## config.mk

```make
export PLATFORM = sky130hd
export DESIGN_NAME = asf_top
export DESIGN_NICKNAME = d
export VERILOG_FILES = /design/src/rtl/asf_pkg.sv /design/src/rtl/asf_top.sv
export SDC_FILE = /design/constraint.sdc
export NUM_CORES = 1
export LEC_CHECK = 0
export BUFFER_PORTS_ARGS = -buffer_cell sky130_fd_sc_hd__buf_2
export CAP_MARGIN = 20
export CORE_ASPECT_RATIO = 0.8
export CORE_UTILIZATION = 55
export CTS_CLUSTER_DIAMETER = 60
export DETAILED_ROUTE_END_ITERATION = 8
export PLACE_DENSITY = 0.91
export REMOVE_ABC_BUFFERS = 1
export SLEW_MARGIN = 25
export SYNTH_ARGS = -nofsm -noshare
export SYNTH_HDL_FRONTEND = slang
export SYNTH_SLANG_ARGS = --single-unit
```

## constraint.sdc

```tcl
create_clock -name clock -period 2.5 [get_ports clock]
set_input_delay 0.5 -clock clock [delete_from_list [all_inputs] [get_ports clock]]
set_output_delay 0.5 -clock clock [all_outputs]
set_load 0.1 [all_outputs]
```

## src/rtl/asf_pkg.sv

```systemverilog
package asf_pkg;
	localparam logic [2:0] ADDR_SEL = 3'h0;
	localparam logic [2:0] ADDR_CTRL = 3'h1;
	localparam logic [2:0] ADDR_CSB = 3'h2;
	localparam logic [2:0] ADDR_RESL = 3'h3;
	localparam logic [2:0] ADDR_RESH = 3'h4;
	localparam int SEL_LEFT = 5;
	localparam int CTRL_EN = 0;
	localparam int CTRL_START = 1;
	localparam int CTRL_IE = 2;
	localparam int CTRL_FLAG = 3;
	localparam int CSB_BIP = 7;
	localparam int CSB_IPR = 5;
	localparam logic [7:0] SEL_RESET = 8'h00;
	localparam logic [4:0] NORMAL_CYC = 5'h0d;
	localparam logic [4:0] FIRST_CYC = 5'h19;
	localparam logic [7:0] PRESC_DEFAULT = 8'h02;
	localparam logic [1:0] SLP_IDLE = 2'h0;
	localparam logic [1:0] SLP_NOISE = 2'h1;
	localparam logic [9:0] UNI_MAX = 10'h3ff;
	localparam logic [9:0] BIP_MAX = 10'h1ff;
	localparam logic [9:0] BIP_MIN = 10'h200;
	localparam logic [3:0] MUX_BANDGAP = 4'hc;
	localparam logic [3:0] MUX_ZERO = 4'hd;
	localparam logic [3:0] MUX_TEMP = 4'hf;
	localparam logic [2:0] TEMP_INPUT = 3'h4;
	typedef enum logic [2:0] {
		REF_VCC = 3'h0,
		REF_EXT = 3'h1,
		REF_1V1 = 3'h2,
		REF_1V1_BYP = 3'h3,
		REF_2V56 = 3'h6,
		REF_2V56_BYP = 3'h7
	} asf_ref_type;
	typedef enum logic [0:0] {
		ST_IDLE = 1'b0,
		ST_CONV = 1'b1
	} asf_state_type;
endpackage : asf_pkg

```

## src/rtl/asf_top.sv

```systemverilog
// Strobed register access and the address map are this design's own decisions.
`timescale 1ns/10ps
module asf_top #(
	parameter logic [7:0] PRESC = asf_pkg::PRESC_DEFAULT
) (
	input wire logic clock,
	input wire logic srst,
	input wire logic [2:0] addr,
	input wire logic [7:0] wdata,
	input wire logic we,
	input wire logic re,
	output logic [7:0] rdata,
	input wire logic sleep_cmd,
	input wire logic [1:0] sleep_mode,
	input wire logic cpu_halted,
	input wire logic irq_ack,
	output logic irq_req,
	output logic cpu_wake,
	input wire logic signed [11:0] samp_diff,
	output logic busy,
	output logic [2:0] pos_input,
	output logic [2:0] neg_input,
	output logic diff_mode,
	output logic gain_20x,
	output logic temp_sensor_en,
	output logic bandgap_sel,
	output logic zero_sel,
	output logic [2:0] reference_select,
	output logic int_ref_on,
	output logic ext_ref_pin_conn
);
	typedef struct packed {
		asf_pkg::asf_state_type st;
		logic [7:0] sel;
		logic en;
		logic ie;
		logic flag;
		logic bip;
		logic polarity_reversal;
		logic lng;
		logic [7:0] pre;
		logic [4:0] cnt;
		logic [9:0] res;
		logic [3:0] amux;
		logic [2:0] external_reference_pin;
		logic armed;
		logic slp;
		logic wake;
		logic irq;
		logic [7:0] rd;
		logic [2:0] pos;
		logic [2:0] neg;
		logic diff;
		logic g20;
		logic temp;
		logic bg;
		logic zero;
	} asf_state_s_type;

	asf_state_s_type s_q;
	asf_state_s_type s_d;
	logic tick;
	logic done;
	logic start;
	logic [9:0] fmt;

	function automatic logic [9:0] asf_format(input logic signed [11:0] d, input logic df, input logic bp);
		logic signed [11:0] h;
		h = d >>> 1;
		if (df && bp) begin
			if (h > 12'sd511) begin
				asf_format = asf_pkg::BIP_MAX;
			end else if (h < -12'sd512) begin
				asf_format = asf_pkg::BIP_MIN;
			end else begin
				asf_format = h[9:0];
			end
		end else if (d < 12'sd0) begin
			asf_format = 10'h000;
		end else if (d > 12'sd1023) begin
			asf_format = asf_pkg::UNI_MAX;
		end else begin
			asf_format = d[9:0];
		end
	endfunction : asf_format

	////////////////////////////////////////////////////////////////////////////////
	always_comb begin
		s_d = s_q;
		s_d.wake = 1'b0;
		tick = s_q.pre == PRESC - 8'h01;
		done = s_q.st == asf_pkg::ST_CONV && tick && s_q.cnt == 5'h01;
		fmt = asf_format(samp_diff, s_q.diff, s_q.bip);
		start = 1'b0;
		// register writes
		if (we) begin
			unique case (addr)
				asf_pkg::ADDR_SEL: s_d.sel = wdata;
				asf_pkg::ADDR_CTRL: begin
					s_d.en = wdata[asf_pkg::CTRL_EN];
					s_d.ie = wdata[asf_pkg::CTRL_IE];
					if (wdata[asf_pkg::CTRL_FLAG]) begin
						s_d.flag = 1'b0;
					end
					if (wdata[asf_pkg::CTRL_EN] && !s_q.en) begin
						s_d.lng = 1'b1;
					end
					start = wdata[asf_pkg::CTRL_START] && wdata[asf_pkg::CTRL_EN];
				end
				asf_pkg::ADDR_CSB: begin
					s_d.bip = wdata[asf_pkg::CSB_BIP];
					s_d.polarity_reversal = wdata[asf_pkg::CSB_IPR];
				end
				default: begin
				end
			endcase
		end
		if (irq_ack) begin
			s_d.flag = 1'b0;
		end
		// idle or noise-reduction sleep entry arms the canceler; other modes leave enable alone
		if (sleep_cmd) begin
			s_d.armed = (sleep_mode == asf_pkg::SLP_IDLE || sleep_mode == asf_pkg::SLP_NOISE)
				&& s_q.en && s_q.ie && s_q.st == asf_pkg::ST_IDLE;
		end
		if (s_q.armed && cpu_halted && s_q.st == asf_pkg::ST_IDLE && s_q.en) begin
			start = 1'b1;
			s_d.armed = 1'b0;
			s_d.slp = 1'b1;
		end
		// prescaler runs only while enabled
		s_d.pre = (!s_q.en || tick) ? 8'h00 : s_q.pre + 8'h01;
		if (s_q.st == asf_pkg::ST_IDLE) begin
			s_d.amux = s_q.sel[3:0];
			s_d.external_reference_pin = {s_q.sel[4], s_q.sel[7:6]};
			if (s_d.external_reference_pin != s_q.external_reference_pin) begin
				s_d.lng = 1'b1;
			end
			if (start) begin
				s_d.st = asf_pkg::ST_CONV;
				s_d.pre = 8'h00;
				s_d.cnt = s_d.lng ? asf_pkg::FIRST_CYC : asf_pkg::NORMAL_CYC;
				s_d.lng = 1'b0;
			end
		end else if (done) begin
			s_d.st = asf_pkg::ST_IDLE;
			s_d.res = fmt;
			s_d.flag = 1'b1;
			s_d.wake = s_q.slp && cpu_halted;
			s_d.slp = 1'b0;
		end else if (tick) begin
			s_d.cnt = s_q.cnt - 5'h01;
		end
		if (!s_q.en && s_q.st == asf_pkg::ST_CONV) begin
			s_d.st = asf_pkg::ST_IDLE;
			s_d.slp = 1'b0;
		end
		s_d.irq = s_d.flag && s_d.ie;
		// multiplexer decode of the locked selection
		s_d.pos = 3'h0;
		s_d.neg = 3'h0;
		s_d.diff = 1'b0;
		s_d.g20 = 1'b0;
		s_d.temp = 1'b0;
		s_d.bg = 1'b0;
		s_d.zero = 1'b0;
		if (s_d.amux < 4'h4) begin
			s_d.pos = s_d.amux[2:0];
		end else if (s_d.amux < 4'h8) begin
			s_d.diff = 1'b1;
			s_d.pos = 3'h2;
			s_d.neg = s_d.amux[1] ? 3'h3 : 3'h2;
		end else if (s_d.amux < asf_pkg::MUX_BANDGAP) begin
			s_d.diff = 1'b1;
			s_d.pos = 3'h0;
			s_d.neg = s_d.amux[1] ? 3'h1 : 3'h0;
		end else begin
			s_d.bg = s_d.amux == asf_pkg::MUX_BANDGAP;
			s_d.zero = s_d.amux == asf_pkg::MUX_ZERO;
			s_d.temp = s_d.amux == asf_pkg::MUX_TEMP;
			s_d.pos = s_d.temp ? asf_pkg::TEMP_INPUT : 3'h0;
		end
		if (s_d.diff) begin
			s_d.g20 = s_d.amux[0];
			if (s_d.polarity_reversal && !s_d.bip) begin
				s_d.pos = s_d.neg;
				s_d.neg = s_d.amux[1] ? (s_d.amux[3] ? 3'h0 : 3'h2) : s_d.pos;
			end
		end
		// read data, one cycle after the strobe
		s_d.rd = 8'h00;
		if (re) begin
			unique case (addr)
				asf_pkg::ADDR_SEL: s_d.rd = s_q.sel;
				asf_pkg::ADDR_CTRL: s_d.rd = {4'h0, s_q.flag, s_q.ie, s_q.st == asf_pkg::ST_CONV, s_q.en};
				asf_pkg::ADDR_CSB: s_d.rd = {s_q.bip, 1'b0, s_q.polarity_reversal, 5'h00};
				asf_pkg::ADDR_RESL: s_d.rd = s_q.sel[asf_pkg::SEL_LEFT] ? {s_q.res[1:0], 6'h00} : s_q.res[7:0];
				asf_pkg::ADDR_RESH: s_d.rd = s_q.sel[asf_pkg::SEL_LEFT] ? s_q.res[9:2] : {6'h00, s_q.res[9:8]};
				default: s_d.rd = 8'h00;
			endcase
		end
	end

	////////////////////////////////////////////////////////////////////////////////
	always_ff @(posedge clock) begin
		if (srst) begin
			s_q <= '0;
		end else begin
			s_q <= s_d;
		end
	end

	assign rdata = s_q.rd;
	assign irq_req = s_q.irq;
	assign cpu_wake = s_q.wake;
	assign busy = s_q.st == asf_pkg::ST_CONV;
	assign pos_input = s_q.pos;
	assign neg_input = s_q.neg;
	assign diff_mode = s_q.diff;
	assign gain_20x = s_q.g20;
	assign temp_sensor_en = s_q.temp;
	assign bandgap_sel = s_q.bg;
	assign zero_sel = s_q.zero;
	assign reference_select = s_q.external_reference_pin;
	assign int_ref_on = s_q.external_reference_pin[1];
	assign ext_ref_pin_conn = s_q.external_reference_pin[0];
endmodule : asf_top

```

; ---- Word level (Yosys, flattened, before mapping)
; Index checks and enable logic that the tools add are counted.
[word_totals]
input_bits = 32
regBits = 68
n_memories = 0
ramBits = 0
latch_bits = 0
mem_bits_ro = 0
output_inout_bits = 27
wordCells = 131
[classes]
order_cmp = 7
shift = 0
eq_ne = 13
addsub = 2
bitwise_logic = 4
mux = 48
reduce_logical = 32
div_mod_pow = 0
n_mul = 0
[ops]
columns = operator, count
row1 = $mux 10, 5
row2 = $pmux 8 s5, 1
row3 = $mux 5, 5
row4 = $mux 8, 3
row5 = $mux 1, 17
row6 = $logic_and 1x1->1, 15
row7 = $mux 14, 1
row8 = $mux 7, 2
row9 = $eq 4x4->1 const B, 3
row10 = $gt 12x11->1 const B, 1
row11 = $lt 12x1->1 const B, 1
row12 = $mux 2, 6
row13 = $mux 3, 4
row14 = $mux 6, 2
row15 = $gt 11x10->1 const B, 1
row16 = $lt 11x10->1 const B, 1
row17 = $mux 9, 1
row18 = $add 8x1->8 const B, 1
row19 = $eq 8x1->1 const B, 1
row20 = $lt 4x4->1 const B, 2
row21 = $reduce_or 2->1, 4
row22 = $eq 3x2->1 const B, 2
row23 = $reduce_and 2->1, 3
row24 = $eq 5x1->1 const B, 1
row25 = 18 further kinds, 23

; ---- Depth between registers and ports, before layout
[logic_depth]
ltp_word = 10
mapped_depth = 8
depth_no_buf = 6

; ---- Least setup slack after synthesis
; OpenSTA, ideal clock, no wires.
[synth_path]
path_type = flip-flop to flip-flop
from = register s_q, in the netlist busy
to = register s_q, in the netlist neg_input[1]
setup_ns = 0.070
path_slack_ns = -0.210
path_stages_with_launch = 8
n_path_buf = 2
t_arrival_ns = 2.639
required_ns = 2.430
synth_period_minus_slack_ns = 2.710
cell_sequence = dfxtp_1 -> buf_2 -> buf_2 -> mux2i_1 -> ha_1 -> inv_1 -> or4_1 -> a21oi_1
[synth_rtl]
columns = element, line
row1 = "start, declared", asf_top.sv:60  ; asf_state_s_type s_q;
row2 = "start signal, assigned", asf_top.sv:207  ; s_q <= '0;
row3 = "start signal, assigned", asf_top.sv:209  ; s_q <= s_d;

; ---- Final worst setup path
[layout_path]
from = register s_q, in the netlist busy
to = output port busy
[layout_rtl]
columns = element, line
row1 = "end, declared", asf_top.sv:20  ; output logic busy,
; No word-level cell between the ends.

==> results.yml <==
clocking:
  clk_pin_slew_ns: 0.07
  cts_tree: "done"
  clock_path_buffers: 2
  cts_hold_buffers: 0
  cts.htree.levels: 3
  worstSkewPairLatency_ns: 0.34
  cts_buffers: 9
  clock-sinks: 67
  clock-root-buffer: "clkbuf_8"
  cts_resized: 0
  postCtsSetupRepairBufs: 0
global_route:
  grt_overflow: 0
  grt_pass1_wl_microns: 11800
  antenna_found_initial: 0
  grt_max_degree: 29
  grt_usage_pct: 24.1
  grt_pass1_vias: 2598
pwr:
  sw_frac_of_total_pct: 24.8
  internal-power_mw: 1.60
  clkPwrFrac_pct: 40.9
  vdd_drop_max_v: 0.000361
  powerDensity_nw_per_um2: 574
  p_leak_nw: 1.54
  power_switching_uw: 527
  seqPwrFrac_pct: 51.2
  comb_power_share_pct: 7.9
final_layout:
  fillers: 464
  areaGrowthSynthToFinish_pct: 11.1
  layout-drive-gt1-share_pct: 20.1
  final_core_util_pct: 65.6
  antennaDiodeCount: 0
  fin_nets: 452
synthesis:
  synth_area_leaders: "dfxtp_1 40%, mux2i_1 6.0%, nor2_1 5.5%, buf_4 4.3%, nand2_1 3.7%"
  synth_cells: 379
  synth_top_cell_by_area: "dfxtp_1"
  synth_area_per_cell_sq_um: 8.79
  yosys_warnings: 0
  ys_ff_latch: 67
  synth_cell_type_count: 54
  synth_top_area_share_pct: 40.3
  async_flop_share_pct: 0
  synth_edf_count: 0
  seq_area_frac_synth_pct: 40.3
  syn_area_sq_um: 3330
  synth_flop_cell: "dfxtp_1"
timing:
  final_max_slew_viol_count: 0
  setup_ws_ns: 0.498
  finalCriticalPeriod_ns: 2.00
  final-hold-violation-count: 0
  rsz0062_at_grt: "false"
  clock.fmax_mhz: 500
  worstMarginPinSlew_ns: 0.649
  max-slew-margin-rel_pct: 56.4
  final.setup_skew_ns: 0.00841
  min_period_over_period_pct: 80.1
  finalSetupViolations: 0
detailed_routing:
  drc: 0
  ant_nets: 0
  dr_total_vias: 2857
  wire_per_inst_microns: 14.3
  wirelength_microns: 7090
  dr.pass1.iters: 5
  routed_via_density: 5.77
  dr.first_iter.drc_count: 221
die:
  io_pins: 59
  coreArea_sq_um: 5650
  die-area_sq_um: 6370
  start_util_pct: 59.0
  chipWidth_microns: 89.0
  rows: 24
  die_y_microns: 71.6
place:
  io_buffers: 56
  pre_cts_slack_ns: 0.555
  place_hpwl_microns: 5140
  finalWeightedCongestion: 0.862
worst_setup_path:
  critPathArrivalTime_ns: 1.50
  crit_type: "reg -> out"
  cp_slowest_cell: "buf_2"
  max_stage_delay_ns: 0.46
  startpoint_type: "register"
  crit_path_cell_trace: "buf_4 -> buf_2"
  endpoint_kind: "output pin"
  cp_max_fo: 15
  cp.required_ns: 2.00
min_path:
  hold_class: "in -> reg"
job:
  cap_violations: 0
status:
  status: "finished, final reports clean"
==> routing by layer <==
metal	up-vias	share of wire [%]	GRT usage (%)	wire (microns)
met3	8	7.7	7.72	544
li1	1386	-	-	-
met1	1352	44	31.2	3150
met4	0	0.89	7.41	63
met5	-	0	0	0
met2	111	47	38.5	3340
==> final timing paths <==
path	from	to	slack [ns]	cells after the start
worst min-delay path	wdata[4]	s_q[63]	0.41	3
worst max register to register	busy	pos_input[0]	0.61	6
worst max-delay path	busy	busy	0.50	2
worst min register to register	s_q[60]	s_q[60]	0.48	2
==> kinds of logic after synthesis <==
kind of cell,share of synthesized area [%]
flops,40.3
fa+ha+maj,3.01
compound gates,16.1
buf+inv,8.04
other cells,0.113
simple gates,22.2
mux,6.84
xor+xnor,3.42
==> power groups by stage <==
stage          Sequential, mW  Clock (mW)  Combinational, mW
6_report                 1.09       0.870              0.169
3_3_place_gp             1.11           0              0.161
5_1_grt                  1.09       0.940              0.184
4_1_cts                  1.09       0.887              0.167
2_1_floorplan            1.13           0             0.0746
3_5_place_dp             1.11           0              0.166
==> state kept, by name, summed over array words and instances, names as in the netlist, 2 cells and up <==
register / count
reference_select: 3
pos_input: 3
rdata: 8
neg_input: 2
s_q: 43
==> per-stage QoR <==
step                hold slack, ns  total power, mW  cells  setup TNS, ns  cell area, sq um
floorplan                    0.433             1.20    342         -0.256              3110
global placement             0.450             1.27    479              0              3510
finish                       0.409             2.13    495              0              3700
CTS                          0.391             2.14    495              0              3700
detailed placement           0.471             1.28    479              0              3510
global route                 0.396             2.21    495              0              3700
==> cell type report <==
cell class / instances / area, sq um / area share (%)
clock buffers: 10 / 128 / 3.45
well taps: 78 / 97.6 / 2.64
inverters: 12 / 45.0 / 1.22
clock inverters: 6 / 65.1 / 1.76
flip-flops and latches: 67 / 1340 / 36.2
repair buffers: 59 / 303 / 8.18
multi-input cells: 263 / 1720 / 46.5
==> cells in the mapped netlist (all sizes together), types with 3 or more instances <==
master   instances
a211oi          10
a21boi           8
a21oi           17
a22oi            6
a2bb2oi          9
a31oi            3
and3             6
and3b            3
and4bb           3
buf             25
clkbuf          12
dfxtp           67
ha               8
inv             12
mux2i           22
nand2           33
nand2b           3
nand3           18
nor2            49
nor3            10
nor4b            3
o21ai            4
o22ai            3
xor2            11
==> worst max-delay path: cells and delay by family (launching register included) <==
family,cells,cell delay (ns)
buffers and inverters,2,0.73
flip-flops,1,0.44
==> layout by cell type (no fill, tap or decap), types with 3 or more instances in the layout <==
| master | synthesis | final |
|---|---|---|
| dfxtp_1 | 67 | 67 |
| buf_2 | 4 | 56 |
| nor2_1 | 49 | 49 |
| nand2_1 | 33 | 33 |
| mux2i_1 | 20 | 20 |
| nand3_1 | 18 | 18 |
| a21oi_1 | 17 | 17 |
| inv_1 | 12 | 12 |
| xor2_1 | 11 | 11 |
| nor3_1 | 10 | 10 |
| a211oi_1 | 10 | 10 |
| a2bb2oi_1 | 9 | 9 |
| clkbuf_8 | 0 | 9 |
| a21boi_0 | 8 | 8 |
| ha_1 | 8 | 8 |
| a22oi_1 | 6 | 6 |
| and3_1 | 6 | 6 |
| nor4b_1 | 3 | 3 |
| a31oi_1 | 3 | 3 |
| nand2b_1 | 3 | 3 |
| o21ai_0 | 3 | 3 |
| o22ai_1 | 3 | 3 |
| buf_4 | 19 | 3 |
Note: power is estimated with default switching activity, not from simulation.
